$ cat src/rtl/pmsem_pkg.sv
// Package: constants, types and structs for the PWM mode switch / edge mux block
// Functional notes
// Automatic switching changes configuration in hardware with no software step.
// Two switching levels give three sets: base, mid-load and high-load.
// With switching on, the duty command picks the governing configuration set.
// Four thresholds form two upper/lower pairs giving hysteresis.
// Base to mid above low-upper; back to base below low-lower.
// Mid to high above high-upper; back to mid below high-lower.
// Current above reference during A conduction ends the A pulse at once (the engine does this only with resonant set).
// Optional: B pulse width copies the truncated A width.
// At low resonant frequency the rectifier on-time is clamped to a fixed value.
// Blanking window goes high at blanking-A start, low at blanking-A end.
// Edge generator uses own and next engine A/B; engine 3 wraps to 0.
// Each generated edge picks one of eight sources by 3-bit code.
// Edge generator disabled means its outputs have no effect.
// Output A crossbar: own A, edge A, blank, own B, next A/B, blanks n+1..n+3.
// Output B crossbar: own B, edge B, blank, own A, next A/B, blanks n+1..n+3.
// Crossbar engine indices wrap modulo four.
// Crossbar selections come from the active configuration set.
// Software disables high resolution before the crossbar; grain is then 4 ns.
// With crossbar and edge generator off, outputs follow normal pulse logic.
// A set change takes effect only at a switching-period boundary.
// With switching off, the base set is always used.
package pmsem_pkg;
   // ----------------------------------------
   // Sizes
   // ----------------------------------------
   localparam int unsigned PMSEM_ENG = 4;
   localparam int unsigned PMSEM_CW = 16;
   localparam int unsigned PMSEM_DW = 18;
   localparam int unsigned PMSEM_XW = 4;
   localparam int unsigned PMSEM_EW = 3;
   localparam int unsigned PMSEM_IW = 2;
   localparam logic [PMSEM_CW-1:0] PMSEM_CNT_ZERO = 16'h0000;
   localparam logic [PMSEM_CW-1:0] PMSEM_CNT_ONE = 16'h0001;
   localparam logic [PMSEM_IW-1:0] PMSEM_IDX_ONE = 2'h1;
   localparam logic [PMSEM_IW-1:0] PMSEM_IDX_TWO = 2'h2;
   localparam logic [PMSEM_IW-1:0] PMSEM_IDX_THREE = 2'h3;
   // ----------------------------------------
   // Crossbar codes
   // ----------------------------------------
   localparam logic [PMSEM_XW-1:0] PMSEM_X_OWN = 4'h0;
   localparam logic [PMSEM_XW-1:0] PMSEM_X_EDGE = 4'h1;
   localparam logic [PMSEM_XW-1:0] PMSEM_X_BLANK = 4'h2;
   localparam logic [PMSEM_XW-1:0] PMSEM_X_CROSS = 4'h3;
   localparam logic [PMSEM_XW-1:0] PMSEM_X_NXT_A = 4'h4;
   localparam logic [PMSEM_XW-1:0] PMSEM_X_NXT_B = 4'h5;
   localparam logic [PMSEM_XW-1:0] PMSEM_X_BLK1 = 4'h6;
   localparam logic [PMSEM_XW-1:0] PMSEM_X_BLK2 = 4'h7;
   localparam logic [PMSEM_XW-1:0] PMSEM_X_BLK3 = 4'h8;
   // Edge fine grain while the crossbar runs
   localparam int unsigned PMSEM_XBAR_GRAIN_NS = 4;

   // ----------------------------------------
   // Types
   // ----------------------------------------
   typedef enum logic [1:0] {
      PMSEM_SET_BASE = 2'b00,
      PMSEM_SET_MID = 2'b01,
      PMSEM_SET_HIGH = 2'b11
   } pmsem_set_e;

   typedef struct packed {
      logic [PMSEM_CW-1:0] period;
      logic [PMSEM_CW-1:0] a_on;
      logic [PMSEM_CW-1:0] a_off;
      logic [PMSEM_CW-1:0] b_on;
      logic [PMSEM_CW-1:0] b_off;
      logic [PMSEM_XW-1:0] xsel_a;
      logic [PMSEM_XW-1:0] xsel_b;
   } pmsem_cfg_s;

   typedef struct packed {
      logic [PMSEM_DW-1:0] low_lower;
      logic [PMSEM_DW-1:0] low_upper;
      logic [PMSEM_DW-1:0] high_lower;
      logic [PMSEM_DW-1:0] high_upper;
   } pmsem_thr_s;

   typedef struct packed {
      logic enable;
      logic [PMSEM_EW-1:0] a_rise;
      logic [PMSEM_EW-1:0] a_fall;
      logic [PMSEM_EW-1:0] b_rise;
      logic [PMSEM_EW-1:0] b_fall;
   } pmsem_edge_s;

   typedef struct packed {
      logic a_rise;
      logic a_fall;
      logic b_rise;
      logic b_fall;
   } pmsem_edges_s;
endpackage

$ cat src/rtl/pmsem_mode_sel.sv
// Hysteretic selection of the active configuration set from the duty command
`timescale 1ns/1ps
module pmsem_mode_sel
   import pmsem_pkg::*;
(
   input wire logic clk_sys,
   input wire logic rst,
   input wire logic auto_en,
   input wire logic [PMSEM_DW-1:0] duty_cmd,
   input wire pmsem_thr_s thr,
   input wire logic period_end,
   output pmsem_set_e set_active
);
   // ----------------------------------------
   // Target set
   // ----------------------------------------
   pmsem_set_e state_r;
   pmsem_set_e target;
   wire logic up_mid = duty_cmd > thr.low_upper;
   wire logic dn_base = duty_cmd < thr.low_lower;
   wire logic up_high = duty_cmd > thr.high_upper;
   wire logic dn_mid = duty_cmd < thr.high_lower;

   // Hysteresis: with switching on, the set moves only one step per period boundary
   always_comb begin
      target = state_r;
      case (state_r)
         PMSEM_SET_BASE: if (up_mid) target = PMSEM_SET_MID;
         PMSEM_SET_MID: begin
            if (up_high) target = PMSEM_SET_HIGH;
            else if (dn_base) target = PMSEM_SET_BASE;
         end
         PMSEM_SET_HIGH: if (dn_mid) target = PMSEM_SET_MID;
         default: target = PMSEM_SET_BASE;
      endcase
      if (!auto_en) target = PMSEM_SET_BASE;
   end

   // Change only at period end so no pulse mixes sets
   always_ff @(posedge clk_sys or posedge rst) begin
      if (rst) state_r <= PMSEM_SET_BASE;
      else if (period_end) state_r <= target;
   end

   assign set_active = state_r;
endmodule // pmsem_mode_sel

$ cat src/rtl/pmsem_engine.sv
// One pulse engine: counter, A/B pulses, blanking window, truncation, clamp
`timescale 1ns/1ps
module pmsem_engine
   import pmsem_pkg::*;
(
   input wire logic clk_sys,
   input wire logic rst,
   input wire logic run,
   input wire pmsem_cfg_s cfg,
   input wire logic [PMSEM_CW-1:0] blank_start,
   input wire logic [PMSEM_CW-1:0] blank_end,
   input wire logic resonant,
   input wire logic cur_trip,
   input wire logic b_match,
   input wire logic [PMSEM_CW-1:0] sr_period_lim,
   input wire logic [PMSEM_CW-1:0] sr_on_fixed,
   output logic pwm_a,
   output logic pwm_b,
   output logic blank_win,
   output logic period_end
);
   // ----------------------------------------
   // Period counter
   // ----------------------------------------
   logic [PMSEM_CW-1:0] cnt_r;
   logic a_r;
   logic b_r;
   logic blk_r;
   logic trunc_r;
   logic [PMSEM_CW-1:0] a_width_r;
   wire logic last = cnt_r >= cfg.period - PMSEM_CNT_ONE;
   wire logic [PMSEM_CW-1:0] cnt_nxt = last ? PMSEM_CNT_ZERO : cnt_r + PMSEM_CNT_ONE;
   // Truncation: comparator ends A at the clock edge after the cycle it trips
   wire logic a_cut = resonant && cur_trip && a_r;
   wire logic a_nxt = (cnt_nxt >= cfg.a_on) && (cnt_nxt < cfg.a_off) && !(a_cut || (trunc_r && !last));
   // Long resonant period: rectifier on-time stops growing
   wire logic clamp = resonant && (cfg.period > sr_period_lim);
   wire logic [PMSEM_CW-1:0] b_len_cfg = clamp ? sr_on_fixed : cfg.b_off - cfg.b_on;
   wire logic [PMSEM_CW-1:0] b_len = (b_match && resonant) ? a_width_r : b_len_cfg;
   wire logic b_nxt = (cnt_nxt >= cfg.b_on) && (cnt_nxt - cfg.b_on < b_len);
   wire logic blk_nxt = (cnt_nxt >= blank_start) && (cnt_nxt < blank_end);

   always_ff @(posedge clk_sys or posedge rst) begin
      if (rst) begin
         cnt_r <= PMSEM_CNT_ZERO;
         a_r <= 1'b0;
         b_r <= 1'b0;
         blk_r <= 1'b0;
         trunc_r <= 1'b0;
         a_width_r <= PMSEM_CNT_ZERO;
      end else if (!run) begin
         cnt_r <= PMSEM_CNT_ZERO;
         a_r <= 1'b0;
         b_r <= 1'b0;
         blk_r <= 1'b0;
         trunc_r <= 1'b0;
      end else begin
         cnt_r <= cnt_nxt;
         a_r <= a_nxt;
         b_r <= b_nxt;
         blk_r <= blk_nxt;
         trunc_r <= last ? 1'b0 : (trunc_r | a_cut);
         // Measured A width of this half, reused by B when matching
         if (a_cut) a_width_r <= cnt_r - cfg.a_on + PMSEM_CNT_ONE;
         else if (last && !trunc_r) a_width_r <= cfg.a_off - cfg.a_on;
      end
   end

   assign pwm_a = a_r;
   assign pwm_b = b_r;
   assign blank_win = blk_r;
   assign period_end = run && last;
endmodule // pmsem_engine

$ cat src/rtl/pmsem_top.sv
// Top: four engines, configuration-set switching, edge generators and output crossbar
`timescale 1ns/1ps
module pmsem_top
   import pmsem_pkg::*;
(
   input wire logic clk_sys,
   input wire logic rst,
   input wire logic [PMSEM_ENG-1:0] run,
   input wire logic [PMSEM_ENG-1:0] auto_en,
   input wire logic [PMSEM_ENG-1:0][PMSEM_DW-1:0] duty_cmd,
   input wire pmsem_thr_s [PMSEM_ENG-1:0] thr,
   input wire pmsem_cfg_s [PMSEM_ENG-1:0] base_pwm_config,
   input wire pmsem_cfg_s [PMSEM_ENG-1:0] cfg_mid,
   input wire pmsem_cfg_s [PMSEM_ENG-1:0] cfg_high,
   input wire logic [PMSEM_ENG-1:0][PMSEM_CW-1:0] blank_start,
   input wire logic [PMSEM_ENG-1:0][PMSEM_CW-1:0] blank_end,
   input wire logic [PMSEM_ENG-1:0] resonant,
   input wire logic [PMSEM_ENG-1:0] cur_trip,
   input wire logic [PMSEM_ENG-1:0] b_match,
   input wire logic [PMSEM_ENG-1:0][PMSEM_CW-1:0] sr_period_lim,
   input wire logic [PMSEM_ENG-1:0][PMSEM_CW-1:0] sr_on_fixed,
   input wire pmsem_edge_s [PMSEM_ENG-1:0] edge_generator_config,
   input wire logic [PMSEM_ENG-1:0] xbar_en,
   output logic [PMSEM_ENG-1:0] pwm_out_a,
   output logic [PMSEM_ENG-1:0] pwm_out_b,
   output logic [PMSEM_ENG-1:0] blanking_window_signal,
   output logic [PMSEM_ENG-1:0][1:0] active_set
);
   // ----------------------------------------
   // Helpers
   // ----------------------------------------
   function automatic logic [PMSEM_IW-1:0] wrap(input int unsigned n, input logic [PMSEM_IW-1:0] k);
      logic [PMSEM_IW-1:0] i;
      i = PMSEM_IW'(n);
      return i + k;
   endfunction

   function automatic logic pick_edge(input logic [PMSEM_EW-1:0] c, input pmsem_edges_s o, input pmsem_edges_s x);
      logic [7:0] v;
      v = {x.b_fall, x.b_rise, x.a_fall, x.a_rise, o.b_fall, o.b_rise, o.a_fall, o.a_rise};
      return v[c];
   endfunction

   // ----------------------------------------
   // Engines and set selection
   // ----------------------------------------
   logic [PMSEM_ENG-1:0] a_raw;
   logic [PMSEM_ENG-1:0] b_raw;
   logic [PMSEM_ENG-1:0] blk;
   logic [PMSEM_ENG-1:0] pend;
   pmsem_set_e set_act [PMSEM_ENG];
   pmsem_cfg_s cfg_act [PMSEM_ENG];
   logic [PMSEM_ENG-1:0] a_prev_r;
   logic [PMSEM_ENG-1:0] b_prev_r;
   pmsem_edges_s edg [PMSEM_ENG];
   logic [PMSEM_ENG-1:0] ga_r;
   logic [PMSEM_ENG-1:0] gb_r;
   logic [PMSEM_ENG-1:0] oa_r;
   logic [PMSEM_ENG-1:0] ob_r;

   for (genvar n = 0; n < PMSEM_ENG; n++) begin : g_eng
      pmsem_mode_sel u_sel (
         .clk_sys(clk_sys),
         .rst(rst),
         .auto_en(auto_en[n]),
         .duty_cmd(duty_cmd[n]),
         .thr(thr[n]),
         .period_end(pend[n]),
         .set_active(set_act[n])
      );
      // Two duplicate sets beside the base one
      assign cfg_act[n] = (set_act[n] == PMSEM_SET_HIGH) ? cfg_high[n] :
                          (set_act[n] == PMSEM_SET_MID) ? cfg_mid[n] : base_pwm_config[n];
      assign active_set[n] = set_act[n];

      pmsem_engine u_eng (
         .clk_sys(clk_sys),
         .rst(rst),
         .run(run[n]),
         .cfg(cfg_act[n]),
         .blank_start(blank_start[n]),
         .blank_end(blank_end[n]),
         .resonant(resonant[n]),
         .cur_trip(cur_trip[n]),
         .b_match(b_match[n]),
         .sr_period_lim(sr_period_lim[n]),
         .sr_on_fixed(sr_on_fixed[n]),
         .pwm_a(a_raw[n]),
         .pwm_b(b_raw[n]),
         .blank_win(blk[n]),
         .period_end(pend[n])
      );

      // ----------------------------------------
      // Edge generator
      // ----------------------------------------
      assign edg[n] = '{a_rise: a_raw[n] & ~a_prev_r[n], a_fall: ~a_raw[n] & a_prev_r[n],
                        b_rise: b_raw[n] & ~b_prev_r[n], b_fall: ~b_raw[n] & b_prev_r[n]};
      wire logic [PMSEM_IW-1:0] nx = wrap(n, PMSEM_IDX_ONE);
      wire logic [PMSEM_IW-1:0] n2 = wrap(n, PMSEM_IDX_TWO);
      wire logic [PMSEM_IW-1:0] n3 = wrap(n, PMSEM_IDX_THREE);
      wire pmsem_edge_s ec = edge_generator_config[n];
      wire logic sa = pick_edge(ec.a_rise, edg[n], edg[nx]);
      wire logic ca = pick_edge(ec.a_fall, edg[n], edg[nx]);
      wire logic sb = pick_edge(ec.b_rise, edg[n], edg[nx]);
      wire logic cb = pick_edge(ec.b_fall, edg[n], edg[nx]);
      // Set wins over clear when both edges coincide
      wire logic ga_nxt = !ec.enable ? 1'b0 : (sa ? 1'b1 : (ca ? 1'b0 : ga_r[n]));
      wire logic gb_nxt = !ec.enable ? 1'b0 : (sb ? 1'b1 : (cb ? 1'b0 : gb_r[n]));

      // ----------------------------------------
      // Output crossbar
      // ----------------------------------------
      // Routing follows the active set; fine edge placement is off here
      wire logic [PMSEM_XW-1:0] xa = cfg_act[n].xsel_a;
      wire logic [PMSEM_XW-1:0] xb = cfg_act[n].xsel_b;
      wire logic [8:0] src_a = {blk[n3], blk[n2], blk[nx], b_raw[nx], a_raw[nx], b_raw[n], blk[n],
                                ga_r[n] & ec.enable, a_raw[n]};
      wire logic [8:0] src_b = {blk[n3], blk[n2], blk[nx], b_raw[nx], a_raw[nx], a_raw[n], blk[n],
                                gb_r[n] & ec.enable, b_raw[n]};
      // Unknown codes fall back to pass-through
      wire logic oa_nxt = !xbar_en[n] ? a_raw[n] : (xa > PMSEM_X_BLK3 ? a_raw[n] : src_a[xa]);
      wire logic ob_nxt = !xbar_en[n] ? b_raw[n] : (xb > PMSEM_X_BLK3 ? b_raw[n] : src_b[xb]);

      always_ff @(posedge clk_sys or posedge rst) begin
         if (rst) begin
            a_prev_r[n] <= 1'b0;
            b_prev_r[n] <= 1'b0;
            ga_r[n] <= 1'b0;
            gb_r[n] <= 1'b0;
            oa_r[n] <= 1'b0;
            ob_r[n] <= 1'b0;
         end else begin
            a_prev_r[n] <= a_raw[n];
            b_prev_r[n] <= b_raw[n];
            ga_r[n] <= ga_nxt;
            gb_r[n] <= gb_nxt;
            oa_r[n] <= oa_nxt;
            ob_r[n] <= ob_nxt;
         end
      end
   end

   assign pwm_out_a = oa_r;
   assign pwm_out_b = ob_r;
   assign blanking_window_signal = blk;
endmodule // pmsem_top

$ cat config.mk
export PLATFORM = sky130hd
export DESIGN_NAME = pmsem_top
export DESIGN_NICKNAME = d
export VERILOG_FILES = /design/src/rtl/pmsem_pkg.sv /design/src/rtl/pmsem_mode_sel.sv /design/src/rtl/pmsem_engine.sv /design/src/rtl/pmsem_top.sv
export SDC_FILE = /design/constraint.sdc
export NUM_CORES = 2
export LEC_CHECK = 0
export BUFFER_PORTS_ARGS = -buffer_cell sky130_fd_sc_hd__buf_2
export CELL_PAD_IN_SITES_DETAIL_PLACEMENT = 0
export CELL_PAD_IN_SITES_GLOBAL_PLACEMENT = 2
export CORE_AREA = 2 2 685 687
export DETAILED_ROUTE_END_ITERATION = 8
export DIE_AREA = 0 0 687 689
export GPL_TIMING_DRIVEN = 0
export PLACE_DENSITY = 0.49
export SLEW_MARGIN = 25
export SYNTH_ARGS = -nofsm -noshare
export SYNTH_HDL_FRONTEND = slang
export SYNTH_HIERARCHICAL = 1
export SYNTH_SLANG_ARGS = --single-unit
export TNS_END_PERCENT = 5
$ cat constraint.sdc
create_clock -name clk_sys -period 7.8 [get_ports clk_sys]
set_clock_uncertainty 0.2 [all_clocks]
set_input_delay 1.56 -clock clk_sys [delete_from_list [all_inputs] [get_ports clk_sys]]
set_output_delay 1.56 -clock clk_sys [all_outputs]
set_load 0.005 [all_outputs]
==> flow_metrics.env <==
export IMPL_antenna_found_initial=210
export IMPL_internal_power_mw=5.08
export IMPL_grt_max_degree=26
export IMPL_critPathCaptureType="flop"
export IMPL_cp_startpoint="cfg_mid[341]"
export IMPL_synthArstFlopShare_pct=100
export IMPL_maxCapViolCount=0
export IMPL_regToRegStartpoint="g_eng[3].u_sel/set_active[1]"
export IMPL_synth_edff_count=0
export IMPL_required_ns=8.07
export IMPL_grt_usage_pct=15.8
export IMPL_p_sw_mw=6.39
export IMPL_critPathArrivalTime_ns=8.03
export IMPL_dp_cells=14700
export IMPL_rows=251
export IMPL_final_cell_mix="buf_2, ha_1, inv_1"
export IMPL_synth_top_cells_by_area="ha_1, dfrtp_1, mux2i_1"
export IMPL_ys_ff_latch=176
export IMPL_power_mw=11.5
export IMPL_vias=57200
export IMPL_worstMarginPinSlew_ns=1.19
export IMPL_synth_top_area_cell="ha_1"
export IMPL_place_hpwl_mm=354
export IMPL_synth_warning_count=6
export IMPL_final_nets=11400
export IMPL_first_pass_iters=5
export IMPL_min_period_over_period_pct=99.5
export IMPL_muxShareOfSynthArea_pct=9.27
export IMPL_post_drt_wl_per_cell_um=26.1
export IMPL_seq_area_frac_synth_pct=8.86
export IMPL_cts_hold_buf=0
export IMPL_synth_top_family_by_area="adder cells"
export IMPL_grt_pass1_vias=58200
export IMPL_grt_pass1_wl_mm=511
export IMPL_powerDensity_nw_per_um2=162
export IMPL_power_frac_comb_pct=80.0
export IMPL_stdcell_area_sq_um=70600
export IMPL_syn_num_nets=9472
export IMPL_critPathMaxStageDelay_ns=0.42
export IMPL_cts_htree_levels=4
export IMPL_drive_gt1_share_pct=28.2
export IMPL_p_leak_nw=36.2
export IMPL_die_area_sq_um=473000
export IMPL_finalNonFillerCells=15000
export IMPL_swShare_pct=55.7
export IMPL_netlist_instances=6674
export IMPL_path_clk_slew_ns=0.10
export IMPL_pin_count=1770
export IMPL_synthToLayoutAreaGrowth_pct=42.1
export IMPL_coreArea_sq_um=466000
export IMPL_drtIter0Drc=3328
export IMPL_slew_viol_final=0
export IMPL_synth_compound_area_share_pct=24.1
export IMPL_viasPerCell=3.82
export IMPL_synth_xor_area_share_pct=4.92
export IMPL_path_max_fanout=4
export IMPL_fin_crit_ns=7.76
export IMPL_clkLatencyLatePin_ns=0.59
export IMPL_fp_dieW_um=687
export IMPL_syn_area_per_cell_sq_um=7.45
export IMPL_wirelength_mm=392
export IMPL_synth_fa_ha_area_share_pct=26.6
export IMPL_hp_start="g_eng[0].u_eng/a_width_r[8]"
export IMPL_ant_nets=0
export IMPL_clkPwrFrac_pct=9.7
export IMPL_slew_headroom_pct=20.5
export IMPL_port_buffers=1769
export IMPL_cts_sinks=176
export IMPL_worstSetupPathType="input port to flop"
export IMPL_rsz0062_at_grt="yes"
export IMPL_final_common_cell="buf_2"
export IMPL_detail_route_drc_violations=0
export IMPL_grt_overflow=0
export IMPL_numCtsBuffers=21
export IMPL_irDropWorstVdd_v=0.0000951
export IMPL_startpoint_type="input port"
export IMPL_synthFlopType="dfrtp_1"
export IMPL_initial_core_util_pct=10.7
export IMPL_synth_top_area_share_pct=26.0
export IMPL_status="complete, no violations"
export IMPL_final_core_util_pct=15.2
export IMPL_clk_path_buf_depth=3
export IMPL_nFillCells=54300
export IMPL_p_seq_share_pct=10.3
export IMPL_ys_types=96
export IMPL_whs_ns=0.300
export IMPL_max_freq_mhz=129
export IMPL_synth_simple_area_share_pct=18.3
export IMPL_hold_path_class="flop to flop"
export IMPL_synth_area_sq_um=49700
export IMPL_hold_violations=0
export IMPL_crit_slowest_cell="nor4_4"
export IMPL_gp_congestion=0.851
export IMPL_tritoncts="done"
export IMPL_dpl_instance_area_sq_um=66700
export IMPL_die_h_um=689
export IMPL_setup_viol=0
export IMPL_root_buffer="clkbuf_16"
[sequential cells by signal, indices dropped and copies added (netlist names)]
register and cells:
a_prev_r 4, b_prev_r 4, g_eng.u_eng/a_width_r 64, g_eng.u_eng/blank_win 4, g_eng.u_eng/cnt_r 64, g_eng.u_eng/pwm_a 4, g_eng.u_eng/pwm_b 4, g_eng.u_eng/trunc_r 4
g_eng.u_sel/set_active 8, ga_r 4, gb_r 4, pwm_out_a 4, pwm_out_b 4
[path summary, 6_finish.rpt]
check / endpoint / slack (ns) / cells after the start
worst max-delay path: g_eng[3].u_eng/pwm_b / 0.04 / 31
worst min register to register: g_eng[0].u_eng/a_width_r[8] / 0.30 / 2
max in group asynchronous: g_eng[0].u_eng/cnt_r[8] / 5.69 / 3
worst min-delay path: g_eng[0].u_eng/a_width_r[8] / 0.30 / 2
min in group asynchronous: g_eng[0].u_sel/set_active[0] / 0.91 / 2
worst max register to register: g_eng[3].u_eng/pwm_b / 0.05 / 32
[critical path, delay by kind of cell]
family | cells | cell delay, ns
simple gates | 16 | 3.33
fa+ha+maj | 3 | 0.83
buf+inv | 3 | 0.42
xor+xnor | 1 | 0.12
compound gates | 7 | 1.51
mux | 1 | 0.25
[kinds of logic (layout without fill, tap and decap cells)]
group	after synthesis	in the layout
AND/OR/NAND/NOR	1894	1894
multiplexers	412	412
buffers and inverters	1028	2918
flip-flops	176	176
XOR/XNOR	279	279
other	0	238
adder cells (fa/ha/maj)	1048	1048
AO/OA/AOI/OAI	1837	1837
[area by class of cell]
class	instances	area [sq um]	area share [%]
Antenna cell	238	596	0.843
Buffer	179	1260	1.79
Clock buffer	21	526	0.744
Clock inverter	12	101	0.144
Inverter	836	3160	4.47
Multi-Input combinational cell	5470	43000	60.9
Sequential cell	176	4420	6.26
Tap cell	6198	7750	11.0
Timing Repair Buffer	1870	9830	13.9
[metrics by stage]
| stage | setup TNS (ns) | worst slack [ns] |
|---|---|---|
| after CTS | -0.0221 | -0.0129 |
| final | 0 | 0.0353 |
| after floorplan | -0.216 | -0.0721 |
| after global routing | -1.13 | -0.308 |
| after global placement | -116.94 | -5.01 |
| after detailed placement | -45.38 | -4.27 |
[synthesized netlist by cell type, drive strengths merged (13+ instances only)]
cell	count
and2	38
dfrtp	176
a211o	22
clkbuf	139
nor2b	102
mux2i	371
mux4	32
buf	53
nand4	121
o21ai	276
fa	16
o2111ai	13
nor4	26
a31o	24
ha	1032
nand3b	18
o41ai	14
and3	34
nor2	751
o21a	75
a21oi	734
nand2	350
xnor2	189
or3	35
o21bai	19
nand3	136
inv	836
nand2b	73
o31a	18
or4	17
a21o	222
a31oi	59
a211oi	116
nor3	109
or2	37
a2111o	21
a2111oi	39
a21boi	24
xor2	90
o211ai	45
and4	27
o31ai	32
[metal layers]
| layer | routed length (um) | track usage, % |
|---|---|---|
| met5 | 531 | 0 |
| met4 | 6460 | 2.94 |
| met3 | 19600 | 2.83 |
| met2 | 186000 | 26.8 |
| met1 | 180000 | 21.0 |
[repair_timing]
action / in CTS / in global routing
gates cloned: 1 / 0
setup endpoints to repair: 78 / 4
resized for setup: 392 / 92
pin swaps: 52 / 64
setup buffers: 68 / 18
[power by group through the flow]
| stage | Clock [mW] | Combinational (mW) | Sequential (mW) |
|---|---|---|---|
| after floorplan | 0 | 5.38 | 1.07 |
| after global placement | 0 | 8.81 | 1.20 |
| after detailed placement | 0 | 8.77 | 1.20 |
| after CTS | 1.22 | 9.19 | 1.17 |
| after global routing | 1.23 | 10.1 | 1.18 |
| final | 1.11 | 9.18 | 1.18 |
Power figures use the tool's default switching activity.
